===== config.mk =====
export PLATFORM = sky130hd
export DESIGN_NAME = src_speed_ref_cond
export DESIGN_NICKNAME = d
export VERILOG_FILES = /design/src/design/src_speed_ref_cond.v
export VERILOG_INCLUDE_DIRS = /design/src /design/src/design
export SDC_FILE = /design/constraint.sdc
export NUM_CORES = 2
export LEC_CHECK = 0
export ABC_AREA = 1
export BUFFER_PORTS_ARGS = -buffer_cell sky130_fd_sc_hd__clkbuf_2
export CAP_MARGIN = 30
export CORE_UTILIZATION = 40
export CTS_BUF_LIST = sky130_fd_sc_hd__clkbuf_16
export DETAILED_ROUTE_END_ITERATION = 8
export SLEW_MARGIN = 40
export SYNTH_ARGS = -nofsm -noshare
export SYNTH_HDL_FRONTEND = slang
export SYNTH_SLANG_ARGS = --single-unit
export TNS_END_PERCENT = 20

===== constraint.sdc =====
create_clock -name pclk -period 22.6 [get_ports pclk]
set_input_delay 0 -clock pclk [delete_from_list [all_inputs] [get_ports pclk]]
set_output_delay 0 -clock pclk [all_outputs]
set_load 0.005 [all_outputs]

===== src/design/src_defines.vh =====
// Purpose: Shared constants of the speed reference conditioner.
// Assumes: Frequencies in 0.1 Hz, limits in 0.1 %, times in 0.1 s.
// Notes:   Offsets are APB byte addresses of aligned 32-bit words.
`ifndef SRC_DEFINES_VH
`define SRC_DEFINES_VH

`define SRC_OFF_ACCEL_A      6'h00
`define SRC_OFF_DECEL_A      6'h04
`define SRC_OFF_ACCEL_B      6'h08
`define SRC_OFF_DECEL_B      6'h0c
`define SRC_OFF_FAST_STOP    6'h10
`define SRC_OFF_SWITCHOVER   6'h14
`define SRC_OFF_MFI_FUNC     6'h18
`define SRC_OFF_UPPER_LIMIT  6'h1c
`define SRC_OFF_LOWER_LIMIT  6'h20
`define SRC_OFF_MASTER_FLOOR 6'h24
`define SRC_OFF_SKIP_ONE     6'h28
`define SRC_OFF_SKIP_TWO     6'h2c
`define SRC_OFF_SKIP_THREE   6'h30
`define SRC_OFF_SKIP_WIDTH   6'h34
`define SRC_OFF_MAX_FREQ     6'h38
`define SRC_OFF_STATUS       6'h3c

`define SRC_RST_ACCEL        16'h012c
`define SRC_RST_DECEL        16'h012c
`define SRC_RST_FAST_STOP    16'h0064
`define SRC_RST_SWITCHOVER   16'h0000
`define SRC_RST_MFI_FUNC     32'h0000_0000
`define SRC_RST_UPPER_LIMIT  16'h03e8
`define SRC_RST_LOWER_LIMIT  16'h0000
`define SRC_RST_MASTER_FLOOR 16'h0000
`define SRC_RST_SKIP_CENTRE  16'h0000
`define SRC_RST_SKIP_WIDTH   16'h000a
`define SRC_RST_MAX_FREQ     16'h0258

`define SRC_MFI_RAMP_PAIR_B  8'h07
`define SRC_MFI_FS_CLOSE     8'h0f
`define SRC_MFI_FS_OPEN      8'h11

`define SRC_ST_PAIR_B_BIT    16
`define SRC_ST_FAST_STOP_BIT 17
`define SRC_ST_RUN_BIT       18
`define SRC_ST_RUN_OK_BIT    19

`define SRC_PERMILLE         32'd1000
`define SRC_MS_PER_TIME_UNIT 24'd100
`define SRC_CLK_PERIOD_NS    4
`define SRC_RAMP_TICK_NS     1000000
`define SRC_RAMP_TICK_CYCLES (`SRC_RAMP_TICK_NS / `SRC_CLK_PERIOD_NS)

`endif


===== src/design/src_speed_ref_cond.v =====
// Purpose: Speed command limiting, jump bands, ramp pair choice and fast stop.
// Assumes: APB slave on pclk, digital inputs and run command are pins.
// Notes:   One ramp step is 0.1 Hz, the ramp is timed on a 1 ms tick.
//
// Design decisions made here: the register offsets and register access over APB.
`timescale 1ns/1ps
`default_nettype none
`include "src_defines.vh"

module src_speed_ref_cond #(
    parameter N_INPUTS    = 4,
    parameter TICK_CYCLES = `SRC_RAMP_TICK_CYCLES
) (
    input  wire                pclk,
    input  wire                presetn,
    input  wire                psel,
    input  wire                penable,
    input  wire                pwrite,
    input  wire [7:0]          paddr,
    input  wire [31:0]         pwdata,
    output wire                pready,
    output wire                pslverr,
    output reg  [31:0]         prdata,
    input  wire [15:0]         speed_cmd,
    input  wire                cmd_is_master_analog,
    input  wire                run_cmd_pin,
    input  wire [N_INPUTS-1:0] digital_in_pin,
    output reg  [15:0]         out_freq_ff,
    output reg  [15:0]         target_freq_ff,
    output wire                ramp_pair_b,
    output wire                fast_stop_active,
    output wire                run_permitted
);

    reg  [15:0]         accel_time_pair_a_ff;
    reg  [15:0]         decel_time_pair_a_ff;
    reg  [15:0]         accel_time_pair_b_ff;
    reg  [15:0]         decel_time_pair_b_ff;
    reg  [15:0]         fast_stop_decel_time_ff;
    reg  [15:0]         ramp_pair_switchover_freq_ff;
    reg  [31:0]         multifunction_input_function_ff;
    reg  [15:0]         reference_upper_limit_ff;
    reg  [15:0]         reference_lower_limit_ff;
    reg  [15:0]         master_reference_floor_ff;
    reg  [15:0]         skip_band_centre_one_ff;
    reg  [15:0]         skip_band_centre_two_ff;
    reg  [15:0]         skip_band_centre_three_ff;
    reg  [15:0]         skip_band_width_ff;
    reg  [15:0]         max_output_frequency_ff;
    reg  [N_INPUTS-1:0] din_meta_ff;
    reg  [N_INPUTS-1:0] din_ff;
    reg                 run_meta_ff;
    reg                 run_ff;
    reg                 fast_stop_ff;
    reg  [17:0]         tick_cnt_ff;
    reg  [23:0]         ramp_acc_ff;
    reg                 pair_b;
    reg                 fs_trigger;
    reg  [15:0]         cmd_floored;
    reg  [15:0]         cmd_limited;
    reg  [15:0]         cmd_skipped;
    reg  [15:0]         ramp_time;
    reg  [15:0]         nxt_target;
    reg  [31:0]         rd_word;
    reg                 addr_hit;

    wire        setup_phase = psel & ~penable;
    wire        wr_access   = psel & penable & pwrite;
    wire [5:0]  reg_addr    = paddr[5:0];
    wire        tick        = (tick_cnt_ff == 18'd0);
    wire [15:0] upper_freq  = pct_to_freq(max_output_frequency_ff, reference_upper_limit_ff);
    wire [15:0] lower_freq  = pct_to_freq(max_output_frequency_ff, reference_lower_limit_ff);
    wire [15:0] floor_freq  = pct_to_freq(max_output_frequency_ff, master_reference_floor_ff);
    wire [15:0] half_width  = {1'b0, skip_band_width_ff[15:1]};
    wire        rising      = (target_freq_ff > out_freq_ff);
    wire [23:0] ramp_thr    = ramp_threshold(ramp_time);

    function [15:0] pct_to_freq;
        input [15:0] fmax;
        input [15:0] permille;
        reg   [31:0] prod;
        reg   [31:0] quot;
        begin
            prod        = {16'h0000, fmax} * {16'h0000, permille};
            quot        = prod / `SRC_PERMILLE;
            // The quotient is not bounded by the largest frequency; only its low 16 bits are kept.
            pct_to_freq = quot[15:0];
        end
    endfunction

    function [23:0] ramp_threshold;
        input [15:0] t;
        reg   [31:0] prod;
        begin
            prod           = {16'h0000, t} * {8'h00, `SRC_MS_PER_TIME_UNIT};
            ramp_threshold = prod[23:0];
        end
    endfunction

    // A centre of zero leaves its band disabled. Which edge the command is
    // held at depends on which side the previous reference lay.
    function [15:0] skip_band;
        input [15:0] ref_in;
        input [15:0] centre;
        input [15:0] half;
        input [15:0] prev;
        reg   [15:0] lo;
        reg   [15:0] hi;
        begin
            lo = (centre > half) ? centre - half : 16'h0000;
            hi = centre + half;
            skip_band = ref_in;
            if (centre != 16'h0000 && ref_in > lo && ref_in < hi) begin
                skip_band = (prev >= hi) ? hi : lo;
            end
        end
    endfunction

    function mfi_match;
        input [31:0]         funcs;
        input [N_INPUTS-1:0] levels;
        input [7:0]          code;
        input                want;
        integer              k;
        begin
            mfi_match = 1'b0;
            for (k = 0; k < N_INPUTS; k = k + 1) begin
                if (funcs[k*8 +: 8] == code && levels[k] == want) begin
                    mfi_match = 1'b1;
                end
            end
        end
    endfunction

    always @(posedge pclk or negedge presetn) begin
        if (!presetn) begin
            din_meta_ff <= {N_INPUTS{1'b0}};
            din_ff      <= {N_INPUTS{1'b0}};
            run_meta_ff <= 1'b0;
            run_ff      <= 1'b0;
        end else begin
            din_meta_ff <= digital_in_pin;
            din_ff      <= din_meta_ff;
            run_meta_ff <= run_cmd_pin;
            run_ff      <= run_meta_ff;
        end
    end

    always @* begin
        pair_b = mfi_match(multifunction_input_function_ff, din_ff, `SRC_MFI_RAMP_PAIR_B, 1'b1) |
                 (ramp_pair_switchover_freq_ff != 16'h0000 && out_freq_ff < ramp_pair_switchover_freq_ff);
        fs_trigger = mfi_match(multifunction_input_function_ff, din_ff, `SRC_MFI_FS_CLOSE, 1'b1) |
                     mfi_match(multifunction_input_function_ff, din_ff, `SRC_MFI_FS_OPEN, 1'b0);
        cmd_floored = (cmd_is_master_analog && speed_cmd < floor_freq) ? floor_freq : speed_cmd;
        cmd_limited = (cmd_floored < lower_freq) ? lower_freq : cmd_floored;
        if (cmd_limited > upper_freq) begin
            cmd_limited = upper_freq;
        end
        cmd_skipped = skip_band(cmd_limited, skip_band_centre_one_ff, half_width, target_freq_ff);
        cmd_skipped = skip_band(cmd_skipped, skip_band_centre_two_ff, half_width, target_freq_ff);
        cmd_skipped = skip_band(cmd_skipped, skip_band_centre_three_ff, half_width, target_freq_ff);
        nxt_target = (run_ff && !fast_stop_ff) ? cmd_skipped : 16'h0000;
        if (fast_stop_ff) begin
            ramp_time = fast_stop_decel_time_ff;
        end else if (rising) begin
            ramp_time = pair_b ? accel_time_pair_b_ff : accel_time_pair_a_ff;
        end else begin
            ramp_time = pair_b ? decel_time_pair_b_ff : decel_time_pair_a_ff;
        end
    end

    // Runs of whole steps follow each tick; a tick carries at most 656
    // steps, far fewer than the cycles between ticks, so none are lost.
    always @(posedge pclk or negedge presetn) begin
        if (!presetn) begin
            tick_cnt_ff    <= 18'd0;
            ramp_acc_ff    <= 24'd0;
            out_freq_ff    <= 16'h0000;
            target_freq_ff <= 16'h0000;
            fast_stop_ff   <= 1'b0;
        end else begin
            tick_cnt_ff    <= (tick_cnt_ff == TICK_CYCLES - 1) ? 18'd0 : tick_cnt_ff + 18'd1;
            target_freq_ff <= nxt_target;
            if (fs_trigger) begin
                fast_stop_ff <= 1'b1;
            end else if (out_freq_ff == 16'h0000 && !run_ff) begin
                fast_stop_ff <= 1'b0;
            end
            if (out_freq_ff == target_freq_ff) begin
                ramp_acc_ff <= 24'd0;
            end else if (ramp_thr == 24'd0) begin
                out_freq_ff <= target_freq_ff;
                ramp_acc_ff <= 24'd0;
            end else if (ramp_acc_ff >= ramp_thr) begin
                out_freq_ff <= rising ? out_freq_ff + 16'h0001 : out_freq_ff - 16'h0001;
                ramp_acc_ff <= ramp_acc_ff - ramp_thr;
            end else if (tick) begin
                ramp_acc_ff <= ramp_acc_ff + {8'h00, max_output_frequency_ff};
            end
        end
    end

    assign ramp_pair_b      = pair_b;
    assign fast_stop_active = fast_stop_ff;
    assign run_permitted    = ~fast_stop_ff;

    always @(posedge pclk or negedge presetn) begin
        if (!presetn) begin
            accel_time_pair_a_ff            <= `SRC_RST_ACCEL;
            decel_time_pair_a_ff            <= `SRC_RST_DECEL;
            accel_time_pair_b_ff            <= `SRC_RST_ACCEL;
            decel_time_pair_b_ff            <= `SRC_RST_DECEL;
            fast_stop_decel_time_ff         <= `SRC_RST_FAST_STOP;
            ramp_pair_switchover_freq_ff    <= `SRC_RST_SWITCHOVER;
            multifunction_input_function_ff <= `SRC_RST_MFI_FUNC;
            reference_upper_limit_ff        <= `SRC_RST_UPPER_LIMIT;
            reference_lower_limit_ff        <= `SRC_RST_LOWER_LIMIT;
            master_reference_floor_ff       <= `SRC_RST_MASTER_FLOOR;
            skip_band_centre_one_ff         <= `SRC_RST_SKIP_CENTRE;
            skip_band_centre_two_ff         <= `SRC_RST_SKIP_CENTRE;
            skip_band_centre_three_ff       <= `SRC_RST_SKIP_CENTRE;
            skip_band_width_ff              <= `SRC_RST_SKIP_WIDTH;
            max_output_frequency_ff         <= `SRC_RST_MAX_FREQ;
        end else if (wr_access) begin
            case (reg_addr)
                `SRC_OFF_ACCEL_A:      accel_time_pair_a_ff            <= pwdata[15:0];
                `SRC_OFF_DECEL_A:      decel_time_pair_a_ff            <= pwdata[15:0];
                `SRC_OFF_ACCEL_B:      accel_time_pair_b_ff            <= pwdata[15:0];
                `SRC_OFF_DECEL_B:      decel_time_pair_b_ff            <= pwdata[15:0];
                `SRC_OFF_FAST_STOP:    fast_stop_decel_time_ff         <= pwdata[15:0];
                `SRC_OFF_SWITCHOVER:   ramp_pair_switchover_freq_ff    <= pwdata[15:0];
                `SRC_OFF_MFI_FUNC:     multifunction_input_function_ff <= pwdata;
                `SRC_OFF_UPPER_LIMIT:  reference_upper_limit_ff        <= pwdata[15:0];
                `SRC_OFF_LOWER_LIMIT:  reference_lower_limit_ff        <= pwdata[15:0];
                `SRC_OFF_MASTER_FLOOR: master_reference_floor_ff       <= pwdata[15:0];
                `SRC_OFF_SKIP_ONE:     skip_band_centre_one_ff         <= pwdata[15:0];
                `SRC_OFF_SKIP_TWO:     skip_band_centre_two_ff         <= pwdata[15:0];
                `SRC_OFF_SKIP_THREE:   skip_band_centre_three_ff       <= pwdata[15:0];
                `SRC_OFF_SKIP_WIDTH:   skip_band_width_ff              <= pwdata[15:0];
                `SRC_OFF_MAX_FREQ:     max_output_frequency_ff         <= pwdata[15:0];
                default: ;
            endcase
        end
    end

    always @* begin
        addr_hit = 1'b1;
        rd_word  = 32'h0000_0000;
        case (reg_addr)
            `SRC_OFF_ACCEL_A:      rd_word[15:0] = accel_time_pair_a_ff;
            `SRC_OFF_DECEL_A:      rd_word[15:0] = decel_time_pair_a_ff;
            `SRC_OFF_ACCEL_B:      rd_word[15:0] = accel_time_pair_b_ff;
            `SRC_OFF_DECEL_B:      rd_word[15:0] = decel_time_pair_b_ff;
            `SRC_OFF_FAST_STOP:    rd_word[15:0] = fast_stop_decel_time_ff;
            `SRC_OFF_SWITCHOVER:   rd_word[15:0] = ramp_pair_switchover_freq_ff;
            `SRC_OFF_MFI_FUNC:     rd_word       = multifunction_input_function_ff;
            `SRC_OFF_UPPER_LIMIT:  rd_word[15:0] = reference_upper_limit_ff;
            `SRC_OFF_LOWER_LIMIT:  rd_word[15:0] = reference_lower_limit_ff;
            `SRC_OFF_MASTER_FLOOR: rd_word[15:0] = master_reference_floor_ff;
            `SRC_OFF_SKIP_ONE:     rd_word[15:0] = skip_band_centre_one_ff;
            `SRC_OFF_SKIP_TWO:     rd_word[15:0] = skip_band_centre_two_ff;
            `SRC_OFF_SKIP_THREE:   rd_word[15:0] = skip_band_centre_three_ff;
            `SRC_OFF_SKIP_WIDTH:   rd_word[15:0] = skip_band_width_ff;
            `SRC_OFF_MAX_FREQ:     rd_word[15:0] = max_output_frequency_ff;
            `SRC_OFF_STATUS: begin
                rd_word[15:0]                 = out_freq_ff;
                rd_word[`SRC_ST_PAIR_B_BIT]    = pair_b;
                rd_word[`SRC_ST_FAST_STOP_BIT] = fast_stop_ff;
                rd_word[`SRC_ST_RUN_BIT]       = run_ff;
                rd_word[`SRC_ST_RUN_OK_BIT]    = ~fast_stop_ff;
            end
            default: addr_hit = 1'b0;
        endcase
        if (paddr[7:6] != 2'b00 || paddr[1:0] != 2'b00) begin
            addr_hit = 1'b0;
            rd_word  = 32'h0000_0000;
        end
    end

    // Read data is captured in the setup cycle so that the access cycle
    // can finish with no wait state.
    always @(posedge pclk or negedge presetn) begin
        if (!presetn) begin
            prdata <= 32'h0000_0000;
        end else if (setup_phase) begin
            prdata <= rd_word;
        end
    end

    assign pready  = 1'b1;
    assign pslverr = psel & penable & ~addr_hit;

endmodule // src_speed_ref_cond

`default_nettype wire


After elaboration in Yosys (flattened, before gate mapping) --
Index checks and enable logic that the tools add are counted. Widths: inputs -> output; s select.
Operators by class: add/subtract/negate cells 11, multipliers 4, divide/modulo/power cells 3, $lt $le $gt $ge 18, equal/unequal tests 29, muxes and demuxes 45, bitwise operators 14, reductions and logical operators 55
Operators by type and width (number):
- $mux 16 | 20
- $pmux 16 s16 | 1
- $div 32x10->32 const B | 3
- $lt 16x16->1 | 6
- $mul 16x16->32 | 3
- $mux 24 | 4
- $gt 16x16->1 | 5
- $reduce_bool 16->1 | 4
- $add 16x15->16 | 3
- $eq 6x6->1 const B | 8
- $ge 16x16->1 | 3
- $gt 16x15->1 | 3
- $sub 16x15->16 | 3
- $eq 8x3->1 const B | 4
- $eq 8x4->1 const B | 4
- $eq 8x5->1 const B | 4
- $mux 32 | 1
- $reduce_and 2->1 | 16
- $add 24x16->24 | 1
- $eq 6x5->1 const B | 4
- $ge 24x23->1 | 1
- $logic_not 24->1 | 1
- $sub 24x23->24 | 1
- $logic_and 1x1->1 | 22
- other kinds (23) | 54
Word-level totals: register bits after elaboration 373, input port bits 67, output and inout port bits 69, logic and storage cells 204

Logic depth before layout (Yosys ltp) --
depth in word-level cells 22, mapped depth 236, mapped depth without buffers 227

Worst setup path after synthesis --
No wires, ideal clock.
path type reg-to-reg, from register max_output_frequency_ff[6], to register target_freq_ff[0], library setup time 0.119 ns, arrival time 24.867 ns, data required time 22.481 ns, setup slack -2.386 ns, cell stages (with the launch flop) 201, path buffers 13, period minus slack after synthesis 24.986 ns, cell sequence dfstp_2 > clkbuf_1 > clkbuf_1 > buf_1 > nand2_1 > fa_1 > inv_1 > fa_1 > fa_1 > fa_1 > fa_1 > inv_1 > fa_1 > inv_1 > ha_1 > nand2_2 > nor2_2 > nand2_1 > [... 165 more ...] > nand3_1 > a21oi_1 > o21a_1 > nand3_1 > a21oi_4 > nand2_4 > clkbuf_8 > o21ai_0 > ha_1 > a21o_1 > a21o_2 > a41oi_1 > o211ai_1 > a21oi_4 > buf_6 > nand3_1 > nand2_1 > nor2_1
On the way: cells in the longest elaborated chain, start to end 22, elaborated cells on any way between the ends 29, classes of those cells mul: 3; div: 3; order compare: 9; mux: 7; reduce/logical: 7
Ends and longest elaborated chain:
- start, declared | line src_speed_ref_cond.v:49 | reg [15:0] max_output_frequency_ff;
- start signal, assigned | line src_speed_ref_cond.v:223 | max_output_frequency_ff <= `SRC_RST_MAX_FREQ;
- start signal, assigned | line src_speed_ref_cond.v:240 | `SRC_OFF_MAX_FREQ: max_output_frequency_ff <= pwdata[15:0];
- $mul 16x16->32 | line src_speed_ref_cond.v:84 | prod = {16'h0000, fmax} * {16'h0000, permille};
- $div 32x10->32 (no line)
- $lt 16x16->1 | line src_speed_ref_cond.v:154 | cmd_floored = (cmd_is_master_analog && speed_cmd < floor_freq) ? floor_freq : speed_cmd;
- $logic_and 1x1->1 | line src_speed_ref_cond.v:154
- $mux 16 | line src_speed_ref_cond.v:154
- $lt 16x16->1 | line src_speed_ref_cond.v:155 | cmd_limited = (cmd_floored < lower_freq) ? lower_freq : cmd_floored;
- $mux 16 | line src_speed_ref_cond.v:155
- $gt 16x16->1 | line src_speed_ref_cond.v:156 | if (cmd_limited > upper_freq) begin
- [... 5 more ...]
- $gt 16x16->1 | line src_speed_ref_cond.v:113 | if (centre != 16'h0000 && ref_in > lo && ref_in < hi) begin
- $logic_and 1x1->1 (2 in series) | line src_speed_ref_cond.v:113
- $mux 16 (*) | line src_speed_ref_cond.v:113
- $gt 16x16->1 | line src_speed_ref_cond.v:113
- $logic_and 1x1->1 (2 in series) | line src_speed_ref_cond.v:113
- $mux 16 (*) | line src_speed_ref_cond.v:113
- $mux 16 (*) | line src_speed_ref_cond.v:162 | nxt_target = (run_ff && !fast_stop_ff) ? cmd_skipped : 16'h0000;
- via nxt_target[0] | line src_speed_ref_cond.v:63 | reg [15:0] nxt_target;
- end signal, assigned | line src_speed_ref_cond.v:183 | target_freq_ff <= nxt_target;
- end, declared | line src_speed_ref_cond.v:29 | output reg [15:0] target_freq_ff,
The timed path passes the listed nets; every way through them passes the cells marked *. A chain may end at the register's enable or synchronous reset.

Worst setup path after layout --
from register max_output_frequency_ff[6], to register target_freq_ff[7]
The elaborated chain is that of the path after synthesis.

==> impl_metrics.py <==
metrics = {
    "status": {
        "violations": "negative setup slack",
        "status": "finished with violations",
    },
    "timing": {
        "whs_ps": 12.8,
        "period_needed_ps": 25680,
        "setup_violations": 16,
        "rsz0062_at_grt": "true",
        "finalWorstSetupSlack_ps": -3080,
        "hold_viol_final": 0,
        "timing.max_slew.rel_slack_pct": 40.8,
        "worst_pin_slew_ps": 881,
        "fin_crit_sh_pct": 114,
        "skew_ps": 57.0,
        "max_freq_mhz": 38.9,
        "slew_viol_final": 0,
    },
    "critical_path": {
        "cp.required_ps": 23100,
        "critical_path_class": "flip-flop to flip-flop",
        "critPathMaxStageDelay_ps": 590,
        "r2r_cells": 206,
        "r2r-start": "max_output_frequency_ff[6]$_DFFE_PN1P_",
        "cp-end-kind": "flip-flop",
        "cpMaxStageDelayCell": "fa_1",
        "cpMostUsedCell": "nand2_4",
        "cp.arrival_ps": 26180,
        "reg2reg_slack_ps": -3080,
        "critPathMaxFanout": 20,
        "timing.rr.end": "target_freq_ff[7]$_DFF_PN0_",
        "worst_setup_path_start_kind": "flip-flop",
    },
    "place": {
        "dp_hpwl_um": 194000,
        "globalplace.congestion": 0.944,
        "pre_cts_ws_ps": -3730,
        "portBuffers": 134,
    },
    "route": {
        "drcViolationCount": 0,
        "drt-total-wl_um": 239000,
        "drtIter0Drc": 5167,
        "wl_per_cell_um": 16.7,
        "via_per_inst": 5.04,
        "antenna_left": 0,
        "routed-via-count": 72268,
        "drt-pass1-iter-count": 6,
    },
    "logic_synthesis": {
        "yosysUniqueCellTypes": 104,
        "avgSynthCellArea_um2": 6.99,
        "async_flop_share_pct": 100,
        "syn_area_um2": 73500,
        "syn-num-nets": 11914,
        "synth_ff_type": "dfrtp_1",
        "synth_warnings": 0,
        "synth_seq_cells": 373,
        "syn_inst": 10523,
        "synth_edf_count": 0,
        "ys_seq_area_share_pct": 12.7,
    },
    "worst_hold_path": {
        "holdPathStages": 4,
        "min_path_type": "input pin to flip-flop",
        "worstHoldEndpoint": "reference_lower_limit_ff[13]$_DFFE_PN0P_",
        "min_from": "pwdata[13]",
    },
    "grt": {
        "grt_max_degree": 68,
        "antenna_found_initial": 8,
        "grt_overflow": 0,
        "grt_pass1_vias": 69786,
        "grt_pass1_wl_um": 374000,
        "grt_use_total_pct": 25.0,
    },
    "power": {
        "p_leak_uw": 0.0517,
        "switching_share_pct": 51.1,
        "p_per_area_nw_per_um2": 83.0,
        "p_int_uw": 3720,
        "p_comb_share_pct": 79.2,
        "vdd_ir_drop_max_v": 0.000135,
        "p_sw_uw": 3890,
        "finalPower_uw": 7610,
        "clock_power_share_pct": 9.5,
        "seqPwrFrac_pct": 11.3,
    },
    "finish": {
        "area_delta_synth_final_pct": 24.8,
        "nFillCells": 17937,
        "layout_common_cells": "nand2_1 (2492), inv_1 (1848), buf_4 (1368)",
        "final_common_cell": "nand2_1",
        "num-nets-final": 13219,
        "drive_gt1_share_pct": 26.8,
    },
    "floorplanning": {
        "dieHeight_um": 431,
        "row_count": 157,
        "pin_count": 136,
        "fp.dieArea_um2": 186000,
        "die_x_um": 431,
        "coreArea_um2": 183000,
        "start_util_pct": 40.2,
    },
    "clock_network": {
        "cts_made_buffers": 42,
        "cts_root_buf": "clkbuf_16",
        "clk_latency_ps": 620,
        "clock_sinks": 373,
        "clk_pin_slew_worst_paths_ps": 60,
        "cts.path.max_buffers": 3,
        "tritoncts": "done",
        "htreeDepth": 2,
    },
    "flow_run": {
        "max-cap-violations": 0,
    },
}
[cell usage after synthesis (27+ instances only)]
master,count,share of area (%)
nand2_1,2618,13
xor2_1,230,2.7
fa_1,602,16
o21ai_2,41,0.49
nand2_4,123,1.9
nor2_1,493,2.5
nand3b_1,30,0.31
xnor2_1,52,0.62
o21ai_1,100,0.68
a21oi_1,422,2.9
dfrtp_1,342,12
inv_2,152,0.78
nand4_1,99,0.84
nand3_1,479,3.3
a211oi_1,33,0.34
inv_1,1874,9.6
nor2_2,86,0.73
o21bai_1,70,0.71
o211ai_1,27,0.28
o21ai_0,554,3.8
clkbuf_1,290,1.5
nand2_2,372,3.2
buf_1,36,0.18
nor3_1,49,0.33
dfstp_2,31,1.1
nor2_4,46,0.70
ha_1,722,12
nor4_1,35,0.30
nand3_2,106,1.4
[state kept, by name, summed over array words and instances (netlist names), 18 cells and up]
signal           cells
tick_cnt_ff         18
ramp_acc_ff         24
prdata              32
mfi_match.funcs     32
[critical path, delay by kind of cell (launching register included)]
family | cells | cell delay [ps]
mux | 1 | 230
flops | 1 | 580
compound gates | 24 | 3270
buf+inv | 37 | 3800
fa+ha+maj | 12 | 4900
simple gates | 131 | 12560
xor+xnor | 1 | 130
[per-layer routing]
layer,up-vias,global-route usage (%),part of all wire (%)
li1,35563,-,-
met1,34395,34.1,44
met2,1925,41.7,47
met3,385,2.49,6.0
met4,0,7.37,3.3
met5,-,0,0
[per-stage QoR]
step	utilization, %	setup TNS (ps)	cell area (µm²)	cells
2_1_floorplan	-	-16350	74200	10523
3_3_place_gp	47.2	-52420	86400	14090
3_5_place_dp	47.3	-59000	86500	14090
4_1_cts	48.6	-44190	88800	14225
5_1_grt	50.2	-78090	91800	14325
6_report	50.2	-48920	91800	14328
[power by group through the flow]
| stage | registers, µW | clock network [µW] | logic (µW) |
|---|---|---|---|
| 6_report | 861 | 724 | 6030 |
| 5_1_grt | 867 | 758 | 6710 |
| 4_1_cts | 858 | 733 | 5620 |
| 3_3_place_gp | 867 | 0 | 5440 |
| 3_5_place_dp | 868 | 0 | 5540 |
| 2_1_floorplan | 824 | 0 | 3700 |
[area by class of cell]
cell class / instances / area (µm²) / share of cell area, %
inverter: 2063 / 7840 / 8.54
clock buffer: 42 / 1050 / 1.15
tap: 2464 / 3080 / 3.36
sequential: 373 / 9410 / 10.3
antenna: 4 / 10.0 / 0.0109
timing repair buffer: 1600 / 12400 / 13.5
multi-input combinational: 7748 / 57600 / 62.8
clock inverter: 34 / 354 / 0.386
[logic make-up after synthesis]
family                     synth area share [%]
other                                   0.00510
adders and majority gates                  28.7
AOI/OAI and AO/OA                          12.2
buffers and inverters                      12.5
xor gates and xnor gates                   3.72
DFF                                        12.7
muxes                                    0.0868
and+or+nand+nor                            30.0
[how the worst max path moves through the flow]
stage	start	endpoint	cells after the start
floorplan	max_output_frequency_ff[9]$_DFFE_PN1P_	target_freq_ff[11]$_DFF_PN0_	207
global placement	max_output_frequency_ff[9]$_DFFE_PN1P_	target_freq_ff[14]$_DFF_PN0_	183
detailed placement	max_output_frequency_ff[9]$_DFFE_PN1P_	target_freq_ff[14]$_DFF_PN0_	182
CTS	max_output_frequency_ff[9]$_DFFE_PN1P_	target_freq_ff[14]$_DFF_PN0_	204
global route	max_output_frequency_ff[6]$_DFFE_PN1P_	target_freq_ff[14]$_DFF_PN0_	214
finish	max_output_frequency_ff[6]$_DFFE_PN1P_	target_freq_ff[7]$_DFF_PN0_	206
[timing repair]
| action | in CTS | in global routing |
|---|---|---|
| hold buffers | 38 | 0 |
| endpoints found under the setup margin | 16 | 16 |
| buffers inserted | 20 | 89 |
| cloned | 1 | 10 |
| resized for setup | 102 | 442 |
| endpoints found under the hold margin | 238 | 0 |
| pin swaps | 36 | 287 |
Note: power is estimated with default switching activity, not from simulation.
